[src/common/msg_store_pkg.sv]
/*
 Shared constants of the message-object store: register offsets, field
 positions inside the staged words, and transfer timing.
 Assumes byte addresses on an 8-bit register port with 32-bit data.
*/
package msg_store_pkg;

   // Register offsets
   localparam logic [7:0] OFS_COMMAND = 8'h00;
   localparam logic [7:0] OFS_MASK    = 8'h04;
   localparam logic [7:0] OFS_ARB     = 8'h08;
   localparam logic [7:0] OFS_CTRL    = 8'h0C;
   localparam logic [7:0] OFS_DATA_LO = 8'h10;
   localparam logic [7:0] OFS_DATA_HI = 8'h14;
   localparam logic [7:0] OFS_PENDING = 8'h18;

   // Command word
   localparam int CMD_OBJ_W     = 8;
   localparam int CMD_WRITE     = 8;
   localparam int CMD_ACC_MASK  = 9;
   localparam int CMD_ACC_ARB   = 10;
   localparam int CMD_ACC_CTRL  = 11;
   localparam int CMD_ACC_DATA  = 12;
   localparam int CMD_CLR_IRQ   = 13;
   localparam int CMD_CLR_FRESH = 14;
   localparam int CMD_BUSY      = 15;

   // Mask word: identifier mask in [28:0]
   localparam int ID_W          = 29;
   localparam int MSK_SENSE     = 29;
   localparam int MSK_EXT       = 30;

   // Arbitration word: identifier in [28:0]
   localparam int ARB_DIR       = 29;
   localparam int ARB_XTD       = 30;
   localparam int ARB_VALID     = 31;

   // Control word: length code in [3:0]
   localparam int CTRL_W        = 16;
   localparam int DLC_W         = 4;
   localparam int CTL_LAST      = 7;
   localparam int CTL_SEND      = 8;
   localparam int CTL_RMT       = 9;
   localparam int CTL_RX_DONE_IRQ_EN      = 10;
   localparam int CTL_TX_DONE_IRQ_EN      = 11;
   localparam int CTL_USE_ACCEPT_MASK     = 12;
   localparam int CTL_IRQ       = 13;
   localparam int CTL_LOST      = 14;
   localparam int CTL_FRESH     = 15;

   // Frame and reset values
   localparam int PAYLOAD_BYTES = 8;
   localparam int FRAME_W       = ID_W + 2 + DLC_W + 8 * PAYLOAD_BYTES;
   localparam logic [31:0] WORD_RESET = 32'h0000_0000;

   // Transfer between staging registers and message RAM
   localparam real TRANSFER_NS     = 30.0;
   localparam real CLK_PERIOD_NS   = 10.0;
   localparam int  TRANSFER_CYCLES = int'($ceil(TRANSFER_NS / CLK_PERIOD_NS));

endpackage : msg_store_pkg

[src/core/can_message_object_store.sv]
/*
 Message-object store of a classic CAN controller: staging registers,
 message RAM, acceptance filtering of received frames and per-object flags.
 Assumes a protocol engine that presents received frames with valid/ready
 and reports finished transmissions as one-cycle pulses with object index.
*/
// The strobed register port and the address map were left to the implementer.
// How it works
// - Every object holds a 29-bit identifier, extended and direction flags, a 4-bit length code and eight bytes.
// - Only objects whose valid flag is set take part in reception and remote replies.
// - Direction 1 makes an object a transmit mailbox, direction 0 a receive mailbox.
// - A 29-bit mask per object picks the identifier bits that are compared.
// - The mask extended bit decides whether the frame's extended flag is compared.
// - The mask sense bit decides whether the direction flag is compared.
// - With use-mask clear the mask bits are ignored and every bit is compared.
// - The last-of-block bit ends a chain; full chain members are skipped, the last one is overwritten.
// - A finished transmission raises the object's pending flag when its transmit enable is set.
// - A stored frame raises the object's pending flag when its receive enable is set.
// - The pending flag stays set until software clears it, and a new event beats a clear.
// - Storing a frame sets the object's fresh-data flag.
module can_message_object_store #(
   parameter int OBJ_COUNT = 8,                          // Number of message objects
   parameter int IDX_W     = 3                           // Object index width
) (
   input  wire logic                  ref_clk,           // Module clock
   input  wire logic                  rst_n,             // Asynchronous reset, active low
   input  wire logic [7:0]            regAddr,           // Register byte address
   input  wire logic [31:0]           regWrData,         // Register write data
   input  wire logic                  regWrite,          // Write strobe
   input  wire logic                  regRead,           // Read strobe
   output logic      [31:0]           regRdData,         // Read data, cycle after strobe
   input  wire logic                  rxValid,           // Received frame offered
   output logic                       rxReady,           // Frame buffer has room
   input  wire logic [28:0]           rxId,              // Received identifier
   input  wire logic                  rxXtd,             // Received extended flag
   input  wire logic                  rxDir,             // Received remote-frame flag
   input  wire logic [3:0]            rxDlc,             // Received length code
   input  wire logic [63:0]           rxData,            // Received bytes, byte 0 low
   input  wire logic                  txDoneValid,       // Transmission finished pulse
   input  wire logic [IDX_W-1:0]      txDoneIdx,         // Object that was sent
   output logic [OBJ_COUNT-1:0]       sendPending,       // Send request per object
   output logic                       irqOut             // Any object pending
);

   typedef enum logic {XFER_IDLE, XFER_RUN} xfer_state_t;

   localparam int ID_W   = msg_store_pkg::ID_W;
   localparam int CTRL_W = msg_store_pkg::CTRL_W;
   localparam int FW     = msg_store_pkg::FRAME_W;
   localparam logic [1:0] CNT_W = 2'h2;
   localparam logic [IDX_W-1:0] LAST_CNT = IDX_W'(msg_store_pkg::TRANSFER_CYCLES - 1);

   // Message RAM
   logic [31:0]       maskMem [OBJ_COUNT];
   logic [31:0]       arbMem  [OBJ_COUNT];
   logic [CTRL_W-1:0] ctrlMem [OBJ_COUNT];
   logic [63:0]       dataMem [OBJ_COUNT];

   // Staging registers
   logic [31:0]       mask_reg;
   logic [31:0]       arb_reg;
   logic [CTRL_W-1:0] ctrl_reg;
   logic [63:0]       data_reg;
   logic [15:0]       cmd_reg;
   xfer_state_t       state_reg;
   logic [IDX_W-1:0]  cnt_reg;

   // Two-entry frame buffer
   logic [FW-1:0]     buf_reg [2];
   logic              wrPtr_reg;
   logic              rdPtr_reg;
   logic [1:0]        fill_reg;
   logic              rxReady_reg;
   logic [31:0]       rdData_reg;
   logic              irq_reg;
   logic [OBJ_COUNT-1:0] send_reg;

   function automatic logic accepts(input logic [31:0] msk, input logic [31:0] arb,
                                    input logic useMask, input logic [ID_W-1:0] id,
                                    input logic xtd, input logic dir);
      logic [ID_W-1:0] sel;
      logic            useExt;
      logic            useDir;
      sel    = useMask ? msk[ID_W-1:0] : {ID_W{1'b1}};
      useExt = !useMask || msk[msg_store_pkg::MSK_EXT];
      useDir = !useMask || msk[msg_store_pkg::MSK_SENSE];
      accepts = (((arb[ID_W-1:0] ^ id) & sel) == '0)
                && (!useExt || (arb[msg_store_pkg::ARB_XTD] == xtd))
                && (!useDir || (arb[msg_store_pkg::ARB_DIR] == dir));
   endfunction : accepts

   wire logic          bufValid  = (fill_reg != 2'h0);
   wire logic          push      = rxValid && rxReady_reg;
   wire logic          commitNow = (state_reg == XFER_RUN) && (cnt_reg == '0);
   wire logic          take      = bufValid && !commitNow;  // Stall avoids RAM port clash
   wire logic [FW-1:0] head      = buf_reg[rdPtr_reg];
   wire logic [ID_W-1:0] hId     = head[FW-1 -: ID_W];
   wire logic          hXtd      = head[FW-ID_W-1];
   wire logic          hDir      = head[FW-ID_W-2];
   wire logic [3:0]    hDlc      = head[67:64];
   wire logic [63:0]   hData     = head[63:0];
   wire logic [1:0]    fillNext  = fill_reg + {1'b0, push} - {1'b0, take};
   wire logic [IDX_W-1:0] cmdObj = cmd_reg[IDX_W-1:0];
   wire logic          cmdHit    = regWrite && (regAddr == msg_store_pkg::OFS_COMMAND);

   // First receive object, and every remote-reply object, that takes the head frame
   logic [OBJ_COUNT-1:0] rxCand;
   logic [OBJ_COUNT-1:0] rmtCand;
   logic [OBJ_COUNT-1:0] pendVec;
   genvar g;
   generate
      for (g = 0; g < OBJ_COUNT; g++)
      begin : g_obj
         wire logic ok = arbMem[g][msg_store_pkg::ARB_VALID]
                         && accepts(maskMem[g], arbMem[g], ctrlMem[g][msg_store_pkg::CTL_USE_ACCEPT_MASK],
                                    hId, hXtd, hDir);
         // Full chain members pass the frame on, the last one always takes it
         assign rxCand[g]  = ok && !arbMem[g][msg_store_pkg::ARB_DIR]
                             && (!ctrlMem[g][msg_store_pkg::CTL_FRESH]
                                 || ctrlMem[g][msg_store_pkg::CTL_LAST]);
         assign rmtCand[g] = ok && arbMem[g][msg_store_pkg::ARB_DIR] && hDir
                             && ctrlMem[g][msg_store_pkg::CTL_RMT];
         assign pendVec[g] = ctrlMem[g][msg_store_pkg::CTL_IRQ];
         assign send_reg[g] = ctrlMem[g][msg_store_pkg::CTL_SEND];
      end
   endgenerate

   logic [IDX_W-1:0] rxObj;
   logic             rxHit;
   always_comb
   begin
      rxObj = '0;
      rxHit = 1'b0;
      for (int i = OBJ_COUNT - 1; i >= 0; i--)
      begin
         if (rxCand[i])
         begin
            rxObj = IDX_W'(i);
            rxHit = 1'b1;
         end
      end
   end

   // Register read mux
   wire logic [31:0] rdMux =
      (regAddr == msg_store_pkg::OFS_COMMAND) ? ({16'h0000, cmd_reg[15:0] & 16'h7FFF}
                                                 | {16'h0000, state_reg == XFER_RUN, 15'h0000}) :
      (regAddr == msg_store_pkg::OFS_MASK)    ? mask_reg :
      (regAddr == msg_store_pkg::OFS_ARB)     ? arb_reg :
      (regAddr == msg_store_pkg::OFS_CTRL)    ? {16'h0000, ctrl_reg} :
      (regAddr == msg_store_pkg::OFS_DATA_LO) ? data_reg[31:0] :
      (regAddr == msg_store_pkg::OFS_DATA_HI) ? data_reg[63:32] :
      (regAddr == msg_store_pkg::OFS_PENDING) ? 32'(pendVec) : 32'h0000_0000;

   // Bus port, staging registers and transfer sequencer
   always_ff @(posedge ref_clk or negedge rst_n)
   begin
      if (!rst_n)
      begin
         rdData_reg <= 32'h0000_0000;
         mask_reg   <= msg_store_pkg::WORD_RESET;
         arb_reg    <= msg_store_pkg::WORD_RESET;
         ctrl_reg   <= 16'h0000;
         data_reg   <= 64'h0000_0000_0000_0000;
         cmd_reg    <= 16'h0000;
         state_reg  <= XFER_IDLE;
         cnt_reg    <= '0;
      end
      else
      begin
         rdData_reg <= regRead ? rdMux : 32'h0000_0000;
         if (regWrite && regAddr == msg_store_pkg::OFS_MASK)
            mask_reg <= regWrData;
         if (regWrite && regAddr == msg_store_pkg::OFS_ARB)
            arb_reg <= regWrData;
         if (regWrite && regAddr == msg_store_pkg::OFS_CTRL)
            ctrl_reg <= regWrData[CTRL_W-1:0];
         if (regWrite && regAddr == msg_store_pkg::OFS_DATA_LO)
            data_reg[31:0] <= regWrData;
         if (regWrite && regAddr == msg_store_pkg::OFS_DATA_HI)
            data_reg[63:32] <= regWrData;
         case (state_reg)
            XFER_IDLE:
            begin
               if (cmdHit)
               begin
                  cmd_reg   <= regWrData[15:0];
                  cnt_reg   <= LAST_CNT;
                  state_reg <= XFER_RUN;
               end
            end
            XFER_RUN:
            begin
               // Commands during a transfer are dropped; software polls busy
               if (cnt_reg != '0)
                  cnt_reg <= cnt_reg - 1'b1;
               else
               begin
                  state_reg <= XFER_IDLE;
                  if (!cmd_reg[msg_store_pkg::CMD_WRITE])
                  begin
                     if (cmd_reg[msg_store_pkg::CMD_ACC_MASK])
                        mask_reg <= maskMem[cmdObj];
                     if (cmd_reg[msg_store_pkg::CMD_ACC_ARB])
                        arb_reg <= arbMem[cmdObj];
                     if (cmd_reg[msg_store_pkg::CMD_ACC_CTRL])
                        ctrl_reg <= ctrlMem[cmdObj];
                     if (cmd_reg[msg_store_pkg::CMD_ACC_DATA])
                        data_reg <= dataMem[cmdObj];
                  end
               end
            end
            default:
               state_reg <= XFER_IDLE;
         endcase
      end
   end

   // Message RAM: commit first, then hardware events on top so an event beats a commit
   always_ff @(posedge ref_clk or negedge rst_n)
   begin
      if (!rst_n)
      begin
         for (int i = 0; i < OBJ_COUNT; i++)
         begin
            maskMem[i] <= msg_store_pkg::WORD_RESET;
            arbMem[i]  <= msg_store_pkg::WORD_RESET;
            ctrlMem[i] <= 16'h0000;
            dataMem[i] <= 64'h0000_0000_0000_0000;
         end
      end
      else
      begin
         if (commitNow && cmd_reg[msg_store_pkg::CMD_WRITE])
         begin
            if (cmd_reg[msg_store_pkg::CMD_ACC_MASK])
               maskMem[cmdObj] <= mask_reg;
            if (cmd_reg[msg_store_pkg::CMD_ACC_ARB])
               arbMem[cmdObj] <= arb_reg;
            if (cmd_reg[msg_store_pkg::CMD_ACC_CTRL])
               ctrlMem[cmdObj] <= ctrl_reg;
            if (cmd_reg[msg_store_pkg::CMD_ACC_DATA])
               dataMem[cmdObj] <= data_reg;
         end
         if (commitNow && cmd_reg[msg_store_pkg::CMD_CLR_IRQ])
            ctrlMem[cmdObj][msg_store_pkg::CTL_IRQ] <= 1'b0;
         if (commitNow && cmd_reg[msg_store_pkg::CMD_CLR_FRESH])
            ctrlMem[cmdObj][msg_store_pkg::CTL_FRESH] <= 1'b0;
         if (take && rxHit && !hDir)
         begin
            arbMem[rxObj][ID_W-1:0]               <= hId;
            arbMem[rxObj][msg_store_pkg::ARB_XTD] <= hXtd;
            dataMem[rxObj]                        <= hData;
            ctrlMem[rxObj][3:0]                   <= hDlc;
            ctrlMem[rxObj][msg_store_pkg::CTL_FRESH] <= 1'b1;
            ctrlMem[rxObj][msg_store_pkg::CTL_LOST] <= ctrlMem[rxObj][msg_store_pkg::CTL_FRESH];
            if (ctrlMem[rxObj][msg_store_pkg::CTL_RX_DONE_IRQ_EN])
               ctrlMem[rxObj][msg_store_pkg::CTL_IRQ] <= 1'b1;
         end
         for (int i = 0; i < OBJ_COUNT; i++)
         begin
            if (take && rmtCand[i])
               ctrlMem[i][msg_store_pkg::CTL_SEND] <= 1'b1;
         end
         if (txDoneValid)
         begin
            ctrlMem[txDoneIdx][msg_store_pkg::CTL_SEND] <= 1'b0;
            if (ctrlMem[txDoneIdx][msg_store_pkg::CTL_TX_DONE_IRQ_EN])
               ctrlMem[txDoneIdx][msg_store_pkg::CTL_IRQ] <= 1'b1;
         end
      end
   end

   // Frame buffer; draining stalls during a commit so a full buffer pushes back
   always_ff @(posedge ref_clk or negedge rst_n)
   begin
      if (!rst_n)
      begin
         buf_reg[0]  <= '0;
         buf_reg[1]  <= '0;
         wrPtr_reg   <= 1'b0;
         rdPtr_reg   <= 1'b0;
         fill_reg    <= 2'h0;
         rxReady_reg <= 1'b0;
         irq_reg     <= 1'b0;
         sendPending <= '0;
      end
      else
      begin
         if (push)
         begin
            buf_reg[wrPtr_reg] <= {rxId, rxXtd, rxDir, rxDlc, rxData};
            wrPtr_reg          <= !wrPtr_reg;
         end
         if (take)
            rdPtr_reg <= !rdPtr_reg;
         fill_reg    <= fillNext;
         rxReady_reg <= (fillNext < CNT_W);
         irq_reg     <= |pendVec;
         sendPending <= send_reg;
      end
   end

   assign regRdData = rdData_reg;
   assign rxReady   = rxReady_reg;
   assign irqOut    = irq_reg;

endmodule : can_message_object_store

[config.mk]
export PLATFORM = sky130hd
export DESIGN_NAME = can_message_object_store
export DESIGN_NICKNAME = d
export VERILOG_FILES = /design/src/common/msg_store_pkg.sv /design/src/core/can_message_object_store.sv
export SDC_FILE = /design/constraint.sdc
export NUM_CORES = 2
export LEC_CHECK = 0
export ABC_CLOCK_PERIOD_IN_PS = 11100
export BUFFER_PORTS_ARGS = -buffer_cell sky130_fd_sc_hd__buf_2
export CAP_MARGIN = 10
export CELL_PAD_IN_SITES_DETAIL_PLACEMENT = 2
export CELL_PAD_IN_SITES_GLOBAL_PLACEMENT = 2
export CORE_ASPECT_RATIO = 0.6
export CORE_UTILIZATION = 40
export DETAILED_ROUTE_END_ITERATION = 8
export PLACE_DENSITY = 0.82
export SETUP_SLACK_MARGIN = 0.4
export SLEW_MARGIN = 20
export SYNTH_ARGS = -nofsm -noshare
export SYNTH_HDL_FRONTEND = slang
export SYNTH_SLANG_ARGS = --single-unit
[constraint.sdc]
create_clock -name ref_clk -period 11.1 [get_ports ref_clk]
set_input_delay 2.22 -clock ref_clk [delete_from_list [all_inputs] [get_ports ref_clk]]
set_output_delay 2.22 -clock ref_clk [all_outputs]
set_load 0.02 [all_outputs]
======== After elaboration in Yosys (flattened, before gate mapping) ========
Cells that the tools add are included.
storage, ports and cells
  bits in registers ....................... 1559
  word-level logic and storage cells ...... 449
cells by class
  $add $sub $neg .......................... 3
  $lt $le $gt $ge ......................... 10
  eq/ne operators ......................... 24
  mux-type cells .......................... 142
  bitwise gates (word level) .............. 32
  reduce and logical (&&, ||, !) cells .... 190
operators with widths
  operator                                    count
  512-bit two-way mux                         3
  256-bit bitwise mux                         4
  512-bit bitwise mux                         2
  128-bit two-way mux                         8
  256-bit two-way mux                         3
  32-bit two-way mux                          24
  64-bit two-way mux                          8
  16-bit demux with 3-bit select              9
  99-bit two-way mux                          4
  128-bit AND                                 3
  128-bit bitwise mux                         3
  64-bit demux with 3-bit select              2
  128-bit inverter                            3
  128-bit OR                                  3
  32-bit demux with 3-bit select              3
  29-bit two-way mux                          9
  29-bit AND                                  8
  29-bit zero test                            8
  29-bit XOR                                  8
  198-bit bitwise mux                         1
  32-bit binary-select mux with 3-bit select  2
  64-bit binary-select mux with 3-bit select  1
  16-bit two-way mux                          12
  16-bit binary-select mux with 3-bit select  3
  39 further kinds                            267

======== Logic depth before layout (Yosys ltp) ========
  word-level depth ........................ 36
  depth in mapped cells ................... 15
  depth with buffers taken out ............ 12

======== Least setup slack after synthesis ========
No wires, ideal clock.
  kind .................................... input -> register
  start ................................... in regAddr[0]
  end ..................................... reg ctrl_reg[0]
  arrival ................................. 4.909 ns
  path slack .............................. 6.054 ns
  stages on the path ...................... 9
  cell sequence ........................... or4_1 > clkbuf_1 > nor3_1 > and2_0 > and3_1 > clkbuf_1 > clkbuf_1 > mux2i_1 > a21oi_1
between the ends
  cells in the longest elaborated chain, start to end .. 7
ends and longest elaborated chain
  what                                        RTL line                         RTL
  from (decl)                                 can_message_object_store.sv:27   input wire logic [7:0] regAddr,
  8-bit by 4-bit == test with 1-bit output *  can_message_object_store.sv:176  if (regWrite && regAddr == msg_store_pkg::OFS_CTRL)
  1-bit logical AND *                         can_message_object_store.sv:176
  16-bit two-way mux *                        can_message_object_store.sv:176
  16-bit two-way mux                          can_message_object_store.sv:206  if (cmd_reg[msg_store_pkg::CMD_ACC_CTRL])
  16-bit two-way mux                          can_message_object_store.sv:200  if (!cmd_reg[msg_store_pkg::CMD_WRITE])
  16-bit two-way mux                          can_message_object_store.sv:195  if (cnt_reg != '0)
  16-bit two-way mux *                        can_message_object_store.sv:182  case (state_reg)
  to (signal assigned)                        can_message_object_store.sv:177  ctrl_reg <= regWrData[CTRL_W-1:0];
  to (signal assigned)                        can_message_object_store.sv:207  ctrl_reg <= ctrlMem[cmdObj];
  to (decl)                                   can_message_object_store.sv:62   logic [CTRL_W-1:0] ctrl_reg;
Mark *: on every way between the ends. The rest lies on a longest branch, timed or not.
A chain may end at the register's enable or synchronous reset.

======== Worst setup path after layout ========
  start ................................... reg rdPtr_reg
  end ..................................... reg dataMem[51] (netlist bit)
between the ends
  cells in the longest elaborated chain, start to end .. 27
  elaborated cells on any way between the ends .. 127
  those cells by class .................... 2 x order compare; 16 x eq/ne; 23 x mux; 18 x bitwise; 68 x reduce/logical
ends and longest elaborated chain
  what                                                                                                                      RTL line                         RTL
  from (decl)                                                                                                               can_message_object_store.sv:71   logic rdPtr_reg;
  from (signal assigned)                                                                                                    can_message_object_store.sv:296  rdPtr_reg <= !rdPtr_reg;
  1-bit inverter with 2-bit output (implied by the code) *                                                                  can_message_object_store.sv:96   wire logic [FW-1:0] head = buf_reg[rdPtr_reg];
  99-bit two-way mux (implied by the code) * (3 in a row)                                                                   can_message_object_store.sv:96
  29-bit XOR                                                                                                                can_message_object_store.sv:87   accepts = (((arb[ID_W-1:0] ^ id) & sel) == '0)
  29-bit AND                                                                                                                can_message_object_store.sv:87
  29-bit zero test                                                                                                          can_message_object_store.sv:87
  1-bit logical AND                                                                                                         can_message_object_store.sv:88   && (!useExt || (arb[msg_store_pkg::ARB_XTD] == xtd))
  1-bit logical AND                                                                                                         can_message_object_store.sv:89   && (!useDir || (arb[msg_store_pkg::ARB_DIR] == dir));
  1-bit logical AND                                                                                                         can_message_object_store.sv:115  && accepts(maskMem[g], arbMem[g], ctrlMem[g][msg_store_pkg::CTL_USE_ACCEPT_MASK],
  (+2 left out)                                                                                                             -
  3-bit two-way mux (8 in a row)                                                                                            can_message_object_store.sv:136  if (rxCand[i])
  3-bit inverter with 4-bit output (implied by the code)                                                                    can_message_object_store.sv:253  dataMem[rxObj] <= hData;
  4-bit greater-or-equal comparator (implied by the code) or 4-bit by 1-bit < comparator with 1-bit output (tied branches)  can_message_object_store.sv:253
  1-bit logical AND (implied by the code)                                                                                   can_message_object_store.sv:253
  64-bit two-way mux (implied by the code)                                                                                  can_message_object_store.sv:253
  64-bit demux with 3-bit select                                                                                            can_message_object_store.sv:253
  512-bit bitwise mux                                                                                                       can_message_object_store.sv:253
  512-bit two-way mux *                                                                                                     can_message_object_store.sv:249  if (take && rxHit && !hDir)
  to (signal, indexed assignment)                                                                                           can_message_object_store.sv:243  dataMem[cmdObj] <= data_reg;
  to (signal, indexed assignment)                                                                                           can_message_object_store.sv:253
  to (decl)                                                                                                                 can_message_object_store.sv:57   logic [63:0] dataMem [OBJ_COUNT];
Mark *: on every way between the ends. The rest lies on a longest branch, timed or not. The select of a mux whose other input is x is not followed.

==> implementation parameters <==
Parameter                              Value

Worst setup path
  Worst reg2reg path depth ... 13
  Most prevalent standard cell on the critical path ... buf_4
  Maximum single-stage delay on the critical path ... 950 ps
  CP max stage cell ... buf_4
  Series of cell instances along the critical path ... buf_12 -> mux2i_4 -> xor2_1 -> o22ai_1 -> nor4_1 -> nand4_1 -> o311ai_1 -> a222oi_1 -> o211ai_1 -> buf_4 -> buf_4 -> buf_4 -> mux2i_1
  Critical Path Source Type ... register
  Count of cell instances traversed by the critical path ... 13
  Internal reg-to-reg setup slack ... 3080 ps
  Critical path data required time ... 11820 ps
  Number of buffers and inverters on the critical path ... 4
  Capturing instance or port of the critical path ... dataMem[51]$_DFF_PN0_
  Critical register-to-register path startpoint ... rdPtr_reg$_DFFE_PN0P_
  R2R Path End ... dataMem[51]$_DFF_PN0_
  Worst setup startpoint ... rdPtr_reg$_DFFE_PN0P_
  Kind of end point of the critical path ... register
  Type of the worst setup path ... reg -> reg
  Max FO, Critical Path ... 38
  Critical path data arrival time ... 8740 ps
  Delay-heaviest family, CP ... buffers and inverters

Clock network
  Clock net sink count ... 1559
  Clock tree from TritonCTS ... yes
  Count of hold buffers inserted by post-cts repair ... 0
  Number of buffers inserted during clock tree synthesis ... 167
  Clock-pin slew on the worst setup and hold paths ... 70 ps
  Clk Tree Root Cell ... clkbuf_16
  Number of buffers on the longest clock path ... 4
  Max H-tree Level ... 4
  Gates resized, CTS repair ... 0
  Setup repair bufs after CTS ... 0
  Clock insertion delay at the later pin of the skew report ... 880 ps

Floorplan
  Area inside the core boundary ... 200000 sq um
  Number of placement rows ... 127
  Top-level I/O count ... 190
  Vertical extent of the die ... 350 um
  Starting density of the core ... 40.3%
  Die Footprint ... 203000 sq um
  Horizontal die dimension ... 581 um

Yosys
  Syn. warnings ... 0
  Netlist area before placement ... 80600 sq um
  Most used flip-flop cell after synthesis ... dfrtp_1
  Mapped Avg Cell Area ... 11.2 sq um
  Number of flops mapped to enable cells by yosys ... 0
  Synthesized netlist net count ... 7336
  Synth area leaders ... dfrtp_1, mux2i_1, mux2_2, a22oi_1, nor2b_1
  Fraction of post-synthesis cell area in the top cell type by area ... 48.4%
  Fraction of the yosys area taken by sequential cells ... 48.4%
  Post-synthesis cell count ... 7184
  Share of flip-flops with an asynchronous set or reset ... 100%
  Post-synthesis cell type count ... 62
  Leading area contributor after synthesis ... dfrtp_1
  #FFs+latches synth ... 1559

Route
  First-pass iteration count of the detailed router ... 9
  Remaining DRCs ... 0
  Starting DRC count in detailed routing ... 9349
  ANT nets after route ... 0
  Number of vias after detailed routing ... 68100
  Total detailed-routing wirelength ... 392000 um
  Routed wire per std cell ... 40.2 um
  Vias per Instance ... 6.98

Timing
  Number of hold violations in the final report ... 0
  Number of endpoints failing setup at the final stage ... 0
  Number of max-slew violations in the final report ... 0
  Maximum clock frequency ... 125 MHz
  Min cycle time layout ... 8020 ps
  Worst-case clock skew ... 79.5 ps
  Smallest hold slack ... 423 ps
  Setup repair after global routing missed its margin ... no
  Max-slew headroom ... 13.0%
  Transition time at the pin with the least slew margin ... 1270 ps
  Accumulated negative setup slack ... 0 ps
  Final worst-path cycle share ... 72.2%

Pwr
  Total power per unit cell area ... 191 nW/um^2
  LEAKAGE ... 42.3 nW
  Total design power ... 17.0 mW
  IR Drop Worst-Case VDD ... 206 uV

Placed design
  Routability-driven placement congestion ratio ... 1.08
  Detailed placement HPWL ... 243000 um
  Dpl cells ... 9440
  Number of buffers added on ports ... 189

Cells and area
  Finished Layout Cells ... 9755
  Max reg flops ... 512
  Share of post-route cells with drive strength above 1 ... 18.9%
  Post-Route Utilization ... 44.6%
  Largest register by flop count ... dataMem
  Nets@finish ... 7119
  Post-synthesis to final-layout area growth ... 10.6%
  Top Registers ... dataMem x512, arbMem x256, maskMem x256

Global route
  Global router's overall resource usage ... 37.6%
  Maximum number of pins on one net before global-route repair ... 163
  Aggregate global routing overflow ... 0
  Wire length of the first global-routing pass ... 553000 um
  Number of antenna violations at the first check in global routing ... 47
  Vias in the first global route ... 72200

Worst hold path
  Path category of the worst min-delay check ... reg -> reg

Flow run
  Total of max-cap violations ... 0

Status
  Outcome ... finished, final reports clean
-- kinds of logic after synthesis --
logic type      share of synthesized area (%)
mux                                      22.7
flops                                    48.4
compound gates                           14.2
fa+ha+maj                              0.0621
simple gates                             8.18
xor+xnor                                 2.73
buf+inv                                  3.72
-- layout make-up --
cell class	instances	area (sq um)
antenna	29	72.6
clock buffer	237	4840
clock inverter	47	591
fill	19900	111000
inverter	17	63.8
multi-input combinational	4901	39000
sequential	1559	39000
tap	2644	3310
timing repair buffer	321	2230
-- synthesized netlist by cell type (3+ instances only) --
cell	number
a211oi_1	304
a21oi_1	473
a221o_1	3
a221oi_1	5
a222oi_1	20
a22o_1	11
a22oi_1	604
a32oi_1	4
and2_1	6
and3_1	5
and4_1	11
buf_1	36
buf_2	49
buf_4	8
buf_6	20
clkbuf_1	571
clkbuf_2	22
dfrtp_1	1559
ha_1	4
inv_1	17
mux2_2	644
mux2i_1	1019
mux2i_2	3
mux2i_4	28
mux4_2	8
nand2_1	169
nand3_1	6
nand3b_1	4
nand4_1	155
nor2_1	231
nor2b_1	554
nor4_1	44
o21a_1	7
o21ai_0	144
o21ai_1	4
o221ai_1	8
o22ai_1	138
or2_2	3
xnor2_1	3
xor2_1	248
-- metal layers --
metal	track usage [%]	vias to the layer above	part of all wire [%]	wire length (um)
li1	-	26000	-	-
met1	51.3	36300	41	159000
met2	52.7	4698	41	159000
met3	15.1	1134	14	55400
met4	15.6	42	4.5	17700
met5	0	-	0.074	288
-- through the flow --
step / instance area, sq um / worst slack (ps)
after CTS: 89000 / 3750
after global routing: 89100 / 3380
after global placement: 83500 / 3990
final: 89100 / 3080
after floorplan: 80600 / 6050
after detailed placement: 83500 / 3850
-- cell usage in the layout (no fill, tap or decap), types with 13 or more instances in the layout --
master	instances
dfrtp_1	1551
mux2i_1	1006
mux2_2	644
a22oi_1	604
nor2b_1	554
a21oi_1	473
a211oi_1	304
xor2_1	248
nor2_1	196
buf_2	188
clkbuf_16	168
nand2_1	162
nand4_1	155
o21ai_0	144
o22ai_1	138
buf_4	110
nor4_1	43
clkbuf_8	38
clkbuf_1	31
mux2i_4	30
diode_2	29
nor2_4	28
clkinv_2	27
buf_12	22
a222oi_1	20
inv_1	17
mux2i_2	14
bufinv_16	13
-- power breakdown --
group	internal [mW]	leakage, nW	switching [mW]
Sequential	6.10	20.6	0.497
Combinational	1.29	19.1	3.22
Clock	3.33	2.69	2.57
Total	10.7	42.3	6.30
-- worst min-delay path by stage --
| stage | startpoint | endpoint | slack, ps | depth (start not counted) |
|---|---|---|---|---|
| after floorplan | ctrlMem[120]$_DFF_PN0_ | sendPending[0]$_DFF_PN0_ | 370 | 0 |
| after global placement | ctrlMem[104]$_DFF_PN0_ | sendPending[1]$_DFF_PN0_ | 400 | 0 |
| after detailed placement | ctrlMem[104]$_DFF_PN0_ | sendPending[1]$_DFF_PN0_ | 410 | 0 |
| after CTS | ctrlMem[104]$_DFF_PN0_ | sendPending[1]$_DFF_PN0_ | 420 | 0 |
| after global routing | ctrlMem[104]$_DFF_PN0_ | sendPending[1]$_DFF_PN0_ | 450 | 0 |
| final | ctrlMem[104]$_DFF_PN0_ | sendPending[1]$_DFF_PN0_ | 420 | 0 |
(Power assumes the default switching activity.)
